File: src/pkg/port_pin_cfg.svh
// Offsets, field positions, codes and reset values of the port pin-control block.
`ifndef PORT_PIN_CFG_SVH
`define PORT_PIN_CFG_SVH

// ----------------------------------------------------------------------------
// Register map
// ----------------------------------------------------------------------------
`define OFS_PCR_LIMIT 8'h80
`define OFS_LOWER_BULK 8'h80
`define OFS_UPPER_BULK 8'h84
`define OFS_EVENT_FLAGS 8'ha0

// ----------------------------------------------------------------------------
// Pin configuration register fields
// ----------------------------------------------------------------------------
`define PCR_FLAG_BIT 24
`define PCR_EVCFG_MSB 19
`define PCR_EVCFG_LSB 16
`define PCR_MUX_MSB 10
`define PCR_MUX_LSB 8
`define PCR_DSE_BIT 6
`define PCR_PFE_BIT 4
`define PCR_SRE_BIT 2
`define PCR_PE_BIT 1
`define PCR_PS_BIT 0
`define PCR_LO_MASK 16'h0757
`define PCR_LO_RESET 16'h0000
`define MUX_ANALOG 3'h0
`define BULK_HALF 16

// ----------------------------------------------------------------------------
// Pin event configuration codes
// ----------------------------------------------------------------------------
`define EV_OFF 4'h0
`define EV_DMA_RISE 4'h1
`define EV_DMA_FALL 4'h2
`define EV_DMA_BOTH 4'h3
`define EV_IRQ_LOW 4'h8
`define EV_IRQ_RISE 4'h9
`define EV_IRQ_FALL 4'ha
`define EV_IRQ_BOTH 4'hb
`define EV_IRQ_HIGH 4'hc

// ----------------------------------------------------------------------------
// Bus encodings
// ----------------------------------------------------------------------------
`define HSIZE_WORD 3'h2
`define HTRANS_ACTIVE_BIT 1
`define RD_ZERO 32'h0000_0000

`endif

File: src/pkg/port_pin_pkg.sv
// Types shared by the port pin-control block.
package port_pin_pkg;

    // ------------------------------------------------------------------------
    // Bus slave phases
    // ------------------------------------------------------------------------
    typedef enum logic [2:0] {
        BUS_IDLE = 3'b001,
        BUS_WRITE = 3'b010,
        BUS_READ = 3'b100
    } bus_state_type;

    // ------------------------------------------------------------------------
    // Whole state of the top module
    // ------------------------------------------------------------------------
    typedef struct packed {
        bus_state_type bus_state;
        logic [7:0] addr;
        logic word_ok;
        logic hready;
        logic [31:0] hrdata;
        logic [31:0][15:0] lo;
        logic [31:0][3:0] evcfg;
        logic [31:0] flag;
        logic [31:0] sync1;
        logic [31:0] sync2;
        logic [31:0] last;
        logic [31:0] raw_last;
        logic irq;
        logic dma;
        logic wake;
        logic [31:0] pull_en;
        logic [31:0] pull_sel;
        logic [31:0] drive;
        logic [31:0] slew;
        logic [31:0] filter;
        logic [31:0][2:0] mux;
    } ctrl_state_type;

endpackage : port_pin_pkg

File: src/design/pin_event_detect.sv
// Level and edge detector for one pin.
`timescale 1ns/100ps
`include "port_pin_cfg.svh"

module pin_event_detect
(
    // Configuration
    input wire logic enable_in,
    input wire logic [3:0] cfg_in,
    // Samples
    input wire logic level_in,
    input wire logic last_in,
    // Result
    output logic hit_out
);

    logic rise;
    logic fall;

    assign rise = level_in & ~last_in;
    assign fall = ~level_in & last_in;

    always_comb
    begin
        hit_out = 1'b0;
        if (enable_in)
        begin
            case (cfg_in)
                `EV_DMA_RISE, `EV_IRQ_RISE: hit_out = rise;
                `EV_DMA_FALL, `EV_IRQ_FALL: hit_out = fall;
                `EV_DMA_BOTH, `EV_IRQ_BOTH: hit_out = rise | fall;
                `EV_IRQ_LOW: hit_out = ~level_in;
                `EV_IRQ_HIGH: hit_out = level_in;
                default: hit_out = 1'b0;
            endcase
        end
    end

endmodule : pin_event_detect

File: src/design/port_pin_control.sv
// Port pin-control unit: 32 pin configuration registers, bulk writes, pin events, AHB-Lite.
//
// What this block does
// - Upper bulk mask selects pins 16 to 31.
// - Bulk value copied to every selected lower half.
// - Event flag register has one bit per pin.
// - Flags of non-event pins are read-only.
// - One shared flag, clearable in both places.
// - DMA completion clears flags of DMA pins.
// - Other flags clear only on written one.
// - Active level sets flag again after clear.
// - Upper half events, lower half pad settings.
// - Pad settings hold in every digital mux.
// - Analog mux disables pull and filter.
// - Configuration kept while port is disabled.
// - Bulk writes never touch event configuration.
// - Bulk registers are write-only, read zero.
// - Detection works only while port enabled.
// - Nine event modes, disabled after reset.
// - Pins synchronised before detection outside Stop.
// - One interrupt while any interrupt flag set.
// - One DMA request while any DMA flag set.
// - Stop mode detects directly and raises wakeup.
// - Four-bit event codes, others reserved.
// - Mux code zero analog, one general I/O.
// - Lower bulk mask selects pins 0 to 15.
`timescale 1ns/100ps
`include "port_pin_cfg.svh"

module port_pin_control
#(
    // Pins able to raise events; the default marks all 32.
    parameter logic [31:0] EVENT_PIN_MASK = 32'hffff_ffff
)
(
    // Clock and reset
    input wire logic clk_in,
    input wire logic rst_n_in,
    // AHB-Lite slave
    input wire logic hsel_in,
    input wire logic [31:0] haddr_in,
    input wire logic [1:0] htrans_in,
    input wire logic hwrite_in,
    input wire logic [2:0] hsize_in,
    input wire logic [31:0] hwdata_in,
    input wire logic hready_in,
    output logic [31:0] hrdata_out,
    output logic hreadyout_out,
    output logic hresp_out,
    // System
    input wire logic port_enable_in,
    input wire logic stop_mode_in,
    input wire logic dma_done_in,
    // Pins
    input wire logic [31:0] pin_in,
    // Requests
    output logic irq_out,
    output logic dma_req_out,
    output logic wakeup_out,
    // Pad configuration
    output logic [31:0] pull_enable_out,
    output logic [31:0] pull_select_out,
    output logic [31:0] drive_high_out,
    output logic [31:0] slew_slow_out,
    output logic [31:0] filter_enable_out,
    output logic [95:0] mux_select_out
);

    import port_pin_pkg::*;

    // ------------------------------------------------------------------------
    // Decoding helpers
    // ------------------------------------------------------------------------
    function automatic logic is_dma_mode(input logic [3:0] cfg);
        is_dma_mode = (cfg == `EV_DMA_RISE) || (cfg == `EV_DMA_FALL) ||
                      (cfg == `EV_DMA_BOTH);
    endfunction : is_dma_mode

    function automatic logic is_irq_mode(input logic [3:0] cfg);
        is_irq_mode = (cfg == `EV_IRQ_LOW) || (cfg == `EV_IRQ_RISE) ||
                      (cfg == `EV_IRQ_FALL) || (cfg == `EV_IRQ_BOTH) ||
                      (cfg == `EV_IRQ_HIGH);
    endfunction : is_irq_mode

    function automatic logic is_bulk(input logic [7:0] addr);
        is_bulk = (addr == `OFS_LOWER_BULK) || (addr == `OFS_UPPER_BULK);
    endfunction : is_bulk

    localparam ctrl_state_type STATE_RESET = '{
        bus_state: BUS_IDLE,
        hready: 1'b1,
        evcfg: {32{`EV_OFF}},
        lo: {32{`PCR_LO_RESET}},
        default: '0
    };

    // ------------------------------------------------------------------------
    // Reset release
    // ------------------------------------------------------------------------
    logic [1:0] rst_sync_q;
    logic rst_n_sync;

    always_ff @(posedge clk_in or negedge rst_n_in)
    begin
        if (!rst_n_in)
        begin
            rst_sync_q <= 2'b00;
        end
        else
        begin
            rst_sync_q <= {rst_sync_q[0], 1'b1};
        end
    end

    assign rst_n_sync = rst_sync_q[1];

    // ------------------------------------------------------------------------
    // Per-pin decoding and detection
    // ------------------------------------------------------------------------
    ctrl_state_type s_q;
    ctrl_state_type s_d;
    logic [31:0] hit_vec;
    logic [31:0] irq_vec;
    logic [31:0] dma_vec;
    logic [31:0] nz_vec;
    logic [31:0] pe_vec;
    logic [31:0] clr_vec;

    genvar g;
    generate
        for (g = 0; g < 32; g = g + 1)
        begin : g_pin
            assign irq_vec[g] = is_irq_mode(s_q.evcfg[g]);
            assign dma_vec[g] = is_dma_mode(s_q.evcfg[g]);
            // Mux code zero is the analog or disabled slot.
            assign nz_vec[g] = s_q.lo[g][`PCR_MUX_MSB:`PCR_MUX_LSB] != `MUX_ANALOG;
            assign pe_vec[g] = s_q.lo[g][`PCR_PE_BIT];
            pin_event_detect u_detect
            (
                .enable_in(port_enable_in & nz_vec[g] & EVENT_PIN_MASK[g]),
                .cfg_in(s_q.evcfg[g]),
                // Stop mode watches the raw pin; otherwise the synchronised copy.
                .level_in(stop_mode_in ? pin_in[g] : s_q.sync2[g]),
                .last_in(stop_mode_in ? s_q.raw_last[g] : s_q.last[g]),
                .hit_out(hit_vec[g])
            );
        end
    endgenerate

    // ------------------------------------------------------------------------
    // Next state
    // ------------------------------------------------------------------------
    always_comb
    begin
        s_d = s_q;
        clr_vec = '0;
        unique case (s_q.bus_state)
            BUS_IDLE:
            begin
                s_d.bus_state = BUS_IDLE;
            end
            BUS_WRITE:
            begin
                // Narrower writes are dropped, bulk registers above all.
                if (s_q.word_ok)
                begin
                    if (s_q.addr < `OFS_PCR_LIMIT)
                    begin
                        s_d.lo[s_q.addr[6:2]] = hwdata_in[15:0] & `PCR_LO_MASK;
                        if (EVENT_PIN_MASK[s_q.addr[6:2]])
                        begin
                            s_d.evcfg[s_q.addr[6:2]] =
                                hwdata_in[`PCR_EVCFG_MSB:`PCR_EVCFG_LSB];
                            clr_vec[s_q.addr[6:2]] = hwdata_in[`PCR_FLAG_BIT];
                        end
                    end
                    else if (is_bulk(s_q.addr))
                    begin
                        for (int i = 0; i < `BULK_HALF; i++)
                        begin
                            if (hwdata_in[`BULK_HALF + i])
                            begin
                                if (s_q.addr == `OFS_UPPER_BULK)
                                begin
                                    s_d.lo[`BULK_HALF + i] = hwdata_in[15:0] & `PCR_LO_MASK;
                                end
                                else
                                begin
                                    s_d.lo[i] = hwdata_in[15:0] & `PCR_LO_MASK;
                                end
                            end
                        end
                    end
                    else if (s_q.addr == `OFS_EVENT_FLAGS)
                    begin
                        clr_vec = hwdata_in;
                    end
                end
                s_d.bus_state = BUS_IDLE;
            end
            BUS_READ:
            begin
                if (s_q.addr < `OFS_PCR_LIMIT)
                begin
                    s_d.hrdata = {7'h00, s_q.flag[s_q.addr[6:2]], 4'h0,
                                  s_q.evcfg[s_q.addr[6:2]], s_q.lo[s_q.addr[6:2]]};
                end
                else if (s_q.addr == `OFS_EVENT_FLAGS)
                begin
                    s_d.hrdata = s_q.flag;
                end
                else
                begin
                    // Bulk and unmapped words read as zero.
                    s_d.hrdata = `RD_ZERO;
                end
                s_d.hready = 1'b1;
                s_d.bus_state = BUS_IDLE;
            end
            default:
            begin
                s_d.hready = 1'b1;
                s_d.bus_state = BUS_IDLE;
            end
        endcase

        // A new address phase is taken only while the slave is ready.
        if (s_q.hready && hready_in && hsel_in && htrans_in[`HTRANS_ACTIVE_BIT])
        begin
            s_d.addr = {haddr_in[7:2], 2'b00};
            s_d.word_ok = hsize_in == `HSIZE_WORD;
            if (hwrite_in)
            begin
                s_d.bus_state = BUS_WRITE;
            end
            else
            begin
                s_d.bus_state = BUS_READ;
                s_d.hready = 1'b0;
            end
        end

        // Sampling chain and edge history.
        s_d.sync1 = pin_in;
        s_d.sync2 = s_q.sync1;
        s_d.last = s_q.sync2;
        s_d.raw_last = pin_in;

        // A detection in the clearing cycle wins, which also re-arms active levels.
        s_d.flag = EVENT_PIN_MASK & ((s_q.flag & ~clr_vec &
                   ~(dma_done_in ? dma_vec : 32'h0000_0000)) | hit_vec);

        s_d.irq = |(s_q.flag & irq_vec);
        s_d.dma = |(s_q.flag & dma_vec);
        s_d.wake = stop_mode_in & (s_q.wake | (|hit_vec));

        // Pad settings come only from the registers, never from a peripheral.
        s_d.pull_en = pe_vec & nz_vec;
        for (int i = 0; i < 32; i++)
        begin
            s_d.pull_sel[i] = s_q.lo[i][`PCR_PS_BIT];
            s_d.drive[i] = s_q.lo[i][`PCR_DSE_BIT];
            s_d.slew[i] = s_q.lo[i][`PCR_SRE_BIT];
            s_d.filter[i] = s_q.lo[i][`PCR_PFE_BIT] & nz_vec[i];
            s_d.mux[i] = s_q.lo[i][`PCR_MUX_MSB:`PCR_MUX_LSB];
        end
    end

    // Configuration is reset only by the system reset, not by port disable.
    always_ff @(posedge clk_in or negedge rst_n_sync)
    begin
        if (!rst_n_sync)
        begin
            s_q <= STATE_RESET;
        end
        else
        begin
            s_q <= s_d;
        end
    end

    // ------------------------------------------------------------------------
    // Outputs
    // ------------------------------------------------------------------------
    assign hrdata_out = s_q.hrdata;
    assign hreadyout_out = s_q.hready;
    assign hresp_out = 1'b0;
    assign irq_out = s_q.irq;
    assign dma_req_out = s_q.dma;
    assign wakeup_out = s_q.wake;
    assign pull_enable_out = s_q.pull_en;
    assign pull_select_out = s_q.pull_sel;
    assign drive_high_out = s_q.drive;
    assign slew_slow_out = s_q.slew;
    assign filter_enable_out = s_q.filter;
    assign mux_select_out = s_q.mux;

    // ------------------------------------------------------------------------
    // Assertions
    // ------------------------------------------------------------------------
    logic bulk_commit;
    assign bulk_commit = (s_q.bus_state == BUS_WRITE) && is_bulk(s_q.addr);

    property p_irq_follows;
        @(posedge clk_in) disable iff (!rst_n_sync)
        ##1 irq_out == $past(|(s_q.flag & irq_vec));
    endproperty
    a_irq_follows: assert property (p_irq_follows) else $error("irq does not track flags");

    property p_dma_follows;
        @(posedge clk_in) disable iff (!rst_n_sync)
        ##1 dma_req_out == $past(|(s_q.flag & dma_vec));
    endproperty
    a_dma_follows: assert property (p_dma_follows) else $error("dma does not track flags");

    property p_bulk_keeps_event;
        @(posedge clk_in) disable iff (!rst_n_sync)
        bulk_commit |=> (s_q.evcfg == $past(s_q.evcfg)) && (s_q.flag & ~$past(hit_vec)) ==
                        ($past(s_q.flag) & ~$past(hit_vec) & ~($past(dma_done_in) ? $past(dma_vec) : '0));
    endproperty
    a_bulk_keeps_event: assert property (p_bulk_keeps_event) else $error("bulk write hit events");

    property p_bulk_reads_zero;
        @(posedge clk_in) disable iff (!rst_n_sync)
        (s_q.bus_state == BUS_READ && is_bulk(s_q.addr)) |=> hreadyout_out && hrdata_out == '0;
    endproperty
    a_bulk_reads_zero: assert property (p_bulk_reads_zero) else $error("bulk read not zero");

    property p_noncap_flag;
        @(posedge clk_in) disable iff (!rst_n_sync)
        (s_q.flag & ~EVENT_PIN_MASK) == '0;
    endproperty
    a_noncap_flag: assert property (p_noncap_flag) else $error("flag on non-event pin");

    property p_hit_sets_flag;
        @(posedge clk_in) disable iff (!rst_n_sync)
        (|(hit_vec & EVENT_PIN_MASK)) |=>
            ((s_q.flag & $past(hit_vec & EVENT_PIN_MASK)) == $past(hit_vec & EVENT_PIN_MASK));
    endproperty
    a_hit_sets_flag: assert property (p_hit_sets_flag) else $error("detection lost");

    property p_analog_pull_off;
        @(posedge clk_in) disable iff (!rst_n_sync)
        ##1 pull_enable_out == $past(pe_vec & nz_vec) && (filter_enable_out & ~$past(nz_vec)) == '0;
    endproperty
    a_analog_pull_off: assert property (p_analog_pull_off) else $error("pull on analog pin");

    property p_wake_only_stop;
        @(posedge clk_in) disable iff (!rst_n_sync)
        !stop_mode_in |=> !wakeup_out;
    endproperty
    a_wake_only_stop: assert property (p_wake_only_stop) else $error("wakeup outside stop");

    property p_dma_clear;
        @(posedge clk_in) disable iff (!rst_n_sync)
        (dma_done_in && hit_vec == '0) |=> (s_q.flag & $past(dma_vec)) == '0 ##1 !dma_req_out;
    endproperty
    a_dma_clear: assert property (p_dma_clear) else $error("dma flag not cleared");

    property p_read_wait;
        @(posedge clk_in) disable iff (!rst_n_sync)
        (s_q.bus_state == BUS_READ) |-> !hreadyout_out ##1 hreadyout_out;
    endproperty
    a_read_wait: assert property (p_read_wait) else $error("read wait wrong");

    c_irq: cover property (@(posedge clk_in) disable iff (!rst_n_sync) $rose(irq_out));
    c_dma: cover property (@(posedge clk_in) disable iff (!rst_n_sync) $rose(dma_req_out));
    c_wake: cover property (@(posedge clk_in) disable iff (!rst_n_sync) $rose(wakeup_out));
    c_bulk: cover property (@(posedge clk_in) disable iff (!rst_n_sync) bulk_commit);

endmodule : port_pin_control

File: config.mk
export PLATFORM = sky130hd
export DESIGN_NAME = port_pin_control
export DESIGN_NICKNAME = d
export VERILOG_FILES = /design/src/pkg/port_pin_pkg.sv /design/src/design/pin_event_detect.sv /design/src/design/port_pin_control.sv
export VERILOG_INCLUDE_DIRS = /design/src /design/src/pkg
export SDC_FILE = /design/constraint.sdc
export NUM_CORES = 1
export LEC_CHECK = 0
export ABC_AREA = 1
export BUFFER_PORTS_ARGS = -buffer_cell sky130_fd_sc_hd__buf_2
export CORE_MARGIN = 1
export CORE_UTILIZATION = 52
export CTS_CLUSTER_DIAMETER = 100
export DETAILED_ROUTE_END_ITERATION = 10
export HOLD_SLACK_MARGIN = 0.06
export PLACE_DENSITY = 0.78
export SLEW_MARGIN = 20
export SYNTH_ARGS = -nofsm -noshare
export SYNTH_HDL_FRONTEND = slang
export SYNTH_SLANG_ARGS = --single-unit
File: constraint.sdc
create_clock -name clk_in -period 24.5 [get_ports clk_in]
set_clock_uncertainty 0.1 [all_clocks]
set_input_delay 4.9 -clock clk_in [delete_from_list [all_inputs] [get_ports clk_in]]
set_output_delay 4.9 -clock clk_in [all_outputs]
set_load 0.05 [all_outputs]
# After elaboration in Yosys (flattened, before gate mapping)
# Memory sizes are Yosys's and may differ from the RTL's.
# Cells that the tools add are included.
# classes
bitwise,235
n_lt_le_gt_ge,3
n_eq_ne,264
reduce_logical,380
muxes,192
# op_table
op,n
two-way mux 512 bit,2
"equality test 4 bit, second input constant",160
two-way mux 16 bit,36
bitwise mux 512 bit,1
two-way mux 32 bit,9
"equality test 4 x 2 -> 1 bit, second input constant",64
OR reduction 2 bit,97
logical OR 1 bit,193
bitwise AND 32 bit,6
case mux 1 bit (5 select lines),32
AND reduction 5 bit,32
bitwise AND 1 bit,129
bitwise mux 128 bit,1
"equality test 4 x 1 -> 1 bit, second input constant",32
two-way mux 1 bit,101
nonzero test 3 bit,32
OR reduction 32 bit,3
binary-select mux 16 bit (select 5 bit),1
demux 16 bit (select 5 bit),1
inverter 1 bit,64
inverter 32 bit,2
nonzero test 2 bit,18
OR 1 bit,33
OR 32 bit,1
17 further kinds,24
# word_totals
register_bits,1072
wordCells,1189
n_memories,1
rom_bits,32
output_inout_bits,293
# memory_table
memory,words,word_bits,rd,rd_clocked_by_memory_dff,wr,line,text
(no name shown),32,1,1,0,0,port_pin_control.sv:170,if (EVENT_PIN_MASK[s_q.addr[6:2]])

# Longest topological paths before layout
# logic_depth
ltp_word,13
ltp_mapped,19

# Hierarchy
# A second synthesis with hierarchy kept.
# unflattened
hier_cells,5096
hier_area_um2,40271.1
# modules_own_cells
mod,n_inst,cells_each,area_each_um2
port_pin_control,1,4328,36627.6
pin_event_detect,32,24,113.9

# Worst setup path after synthesis
# OpenSTA, ideal clock, no wires.
# synth_path
kind,input to register
start,input stop_mode_in
end,register s_q (netlist bit wakeup_out)
t_arrival_ns,6.701
setup_slack_ns,17.586
setup_time_ns,0.113
path_buffers,3
required_ns,24.287
path_stages,18
path_cell_list,buf_2 > clkbuf_1 > clkbuf_1 > o21ai_0 > ha_1 > inv_1 > nand2_1 > nand3_1 > nand2_1 > nand2_1 > nand3_1 > nand2_1 > nor2_1 > nand2_1 > nor2_1 > nand3_1 > nand2_1 > inv_1
# synth_lines
element,line,text
from (decl),port_pin_control.sv:52,"input wire logic stop_mode_in,"
to (signal assigned),port_pin_control.sv:274,s_q <= STATE_RESET;
to (signal assigned),port_pin_control.sv:278,s_q <= s_d;
to (decl),port_pin_control.sv:120,ctrl_state_type s_q;

==> results.md <==
- Power Dens Cells: 68.7 nW/um^2
- Fmax: 128 MHz
- Unrepaired setup endpoints after global routing: no
- Mapped Cells: 4370
- CP Data Required Time: 24.96 ns
- Largest family of logic cells by synthesized area: simple AND/OR/NAND/NOR gates
- Mapped Area: 38000 um^2
- Setup_tns: 0 ns
- Crit share post-route: 32.0%
- Status: completed
- H-tree Lvls: 3
- Clk buf depth: 3
- Ys flop type: dfrtp_1
- Crit-path max FO: 46
- Maximum vdd drop: 0.0000515 V
- CP Capture Type: register
- Worst reg2reg path depth: 8
- R2r startpoint: s_q[1096]
- Pre-antenna DRT Iters: 8
- Complex-gate fraction of the synthesized area: 13.9%
- Cell taking the most area after synthesis: dfrtp_1
- Post-Synth Adder-Cell Area: 2.11%
- #FFs+latches synth: 816
- WS Path Type: in -> reg
- Mapped Nets: 4543
- WL/cell: 23.1 um
- Worst rel slew slack: 16.0%
- Most area-consuming cells after synthesis: dfrtp_1 (54%), nand2_1 (9.5%), o21ai_0 (6.0%)
- Total number of vias: 31400
- Die ar.: 74100 um^2
- Total gr overflow: 0
- Core area: 71900 um^2
- Post-synthesis simple-gate area fraction: 17.5%
- Post-synth cell types: 48
- Synth-to-layout area growth: 8.84%
- Vias in the first global route: 29800
- Clk slew on worst S/H paths: 0.06 ns
- XOR/XNOR share of the synthesized area: 0.0231%
- Root buf cell: clkbuf_16
- Ports: 402
- Fin nets: 4586
- Final setup vio count: 0
- Slew Viols, Final: 0
- Critical path launch point type: input pin
- LEAKAGE: 21.6 nW
- First-pass GRT wire length: 186 mm
- Post-synthesis sequential area ratio: 53.8%
- Postcts setup bufs: 0
- Min-delay worst type: reg -> async
- DR iter-0 viols: 4140
- Synth warn: 0
- Pin count of the biggest net entering global routing: 88
- Layout cells sized above 1: 14.4%
- Total of max-cap violations: 0
- Total wire length: 126 mm
- Final GP Congestion: 0.995
- Ys async rst share: 100%
- Post-DP HPWL: 88.4 mm
- Hold_buf cts: 0
- Clock sinks: 816
- Via-to-Cell Ratio: 5.78
- Reg-to-reg slack, setup: 20.73 ns
- Worst slew pin tran: 1.25 ns
- Yosys top cell area share: 53.7%
- Row count: 98
- Initial antenna violation count: 18
- Total global-route track usage: 33.7%
- Placed instance area: 38400 um^2
- Commonest cells post-synth: nand2_1 (963), dfrtp_1 (814), inv_1 (475), o21ai_0 (452), nor2_1 (366)
- IO buf count: 373
- Count leader, synth: nand2_1
- Mean Syn Cell Area: 8.69 um^2
- Skew-Pair Late Insertion Delay: 0.67 ns
- CTS resizes: 0
- Hold Vio Cnt, Final: 0
- Overall Power: 2.84 mW
- Antenna viol nets, final: 0
- Die X: 272 um
- TritonCTS buffer count: 85
- Post-synth EDFFs: 0
- DRC Markers: 0
- FF-to-FF End: s_d[216]
- Die height: 272 um
- # fillers: 6381
- CTS tree: done
- Initial core utilization: 52.8%
- FF/Latch Area: 20400 um^2
- Final min period: 7.83 ns
- Finished Cell Area: 41300 um^2
- Multi-input gate area: 12800 um^2
- Mux contribution to synthesized area: 0.158%
- Arr. time, crit path: 8.29 ns
-- critical path: stages --
cell and delay [ns]:
buf_2 0.10, buf_4 0.28, inv_2 0.56, buf_4 0.49, or2_2 0.18, o21ai_0 0.11
ha_1 0.32, nand2_1 0.06, nand2_1 0.08, nand2_1 0.06, nand3_1 0.07, nor2_1 0.05
nand2_1 0.11, nand2_1 0.07, nor2_1 0.13, nand2_1 0.10, nor2_1 0.26, nand3_1 0.16
nand2_1 0.10, inv_1 0.04
-- metal layers --
layer / share of wire, % / wire length, um / vias up / global-route usage [%]
met5: 0.084 / 106 / - / 0
met4: 6.0 / 7510 / 18 / 18.9
met3: 11 / 14100 / 410 / 9.59
met2: 45 / 56000 / 1871 / 50.9
met1: 38 / 48000 / 15200 / 43.8
li1: - / - / 14000 / -
-- cells by family (layout without fill, tap and decap cells) --
family,Yosys count,after routing
buffers and inverters,942,1053
AO/OA/AOI/OAI,944,944
multiplexers,6,6
adder cells (fa/ha/maj),64,64
flip-flops,816,816
AND/OR/NAND/NOR,1595,1595
XOR/XNOR,1,1
other,2,12
-- how the worst max path moves through the flow --
stage / start / end / slack (ns)
final: stop_mode_in / wakeup_out / 16.67
after global routing: stop_mode_in / wakeup_out / 16.51
after CTS: stop_mode_in / wakeup_out / 16.76
after detailed placement: stop_mode_in / wakeup_out / 16.08
after global placement: stop_mode_in / wakeup_out / 16.08
after floorplan: rst_sync_q[1] / dma_req_out / 11.15
-- state kept, by name (all words and copies together) (netlist names) --
register,flops
s_q,266
s_d,224
mux_select_out,96
drive_high_out,32
filter_enable_out,32
hrdata_out,32
pe_vec,32
pull_enable_out,32
pull_select_out,32
slew_slow_out,32
rst_sync_q,2
dma_req_out,1
hreadyout_out,1
irq_out,1
wakeup_out,1
-- final cells by class --
| cell class | instances | share of cell area [%] |
|---|---|---|
| Antenna cell | 10 | 0.0606 |
| Clock buffer | 128 | 6.05 |
| Clock inverter | 27 | 0.945 |
| Inverter | 489 | 4.44 |
| Multi-Input combinational cell | 2612 | 31.0 |
| Sequential cell | 816 | 49.4 |
| Tap cell | 950 | 2.88 |
| Timing Repair Buffer | 409 | 5.19 |
-- per-stage QoR --
stage | hold slack, ns | setup WS (ns) | cells | util, %
after floorplan | 0.231 | 11.15 | 4370 | -
after global placement | 0.235 | 16.08 | 5276 | 53.4
after detailed placement | 0.239 | 16.08 | 5276 | 53.4
after CTS | 0.252 | 16.76 | 5431 | 57.5
after global routing | 0.255 | 16.51 | 5439 | 57.5
final | 0.248 | 16.67 | 5441 | 57.5
-- power breakdown --
| group | switching (mW) | internal (mW) | leakage (nW) | total (mW) |
|---|---|---|---|---|
| Sequential | 0.00962 | 1.36 | 10.2 | 1.37 |
| Clock | 0.556 | 0.774 | 1.42 | 1.33 |
| Combinational | 0.103 | 0.0296 | 9.95 | 0.133 |
-- cell usage in the layout (no fill, tap or decap), types with 85 or more instances in the layout --
| master | Yosys | final |
|---|---|---|
| a21oi_1 | 129 | 129 |
| a22oi_1 | 87 | 87 |
| buf_2 | 32 | 373 |
| clkbuf_16 | 0 | 85 |
| dfrtp_1 | 814 | 813 |
| inv_1 | 475 | 465 |
| nand2_1 | 963 | 961 |
| nand3_1 | 133 | 133 |
| nor2_1 | 366 | 364 |
| o21ai_0 | 452 | 452 |
| o21ai_1 | 105 | 105 |
| o22ai_1 | 104 | 104 |
(Power assumes the default switching activity.)
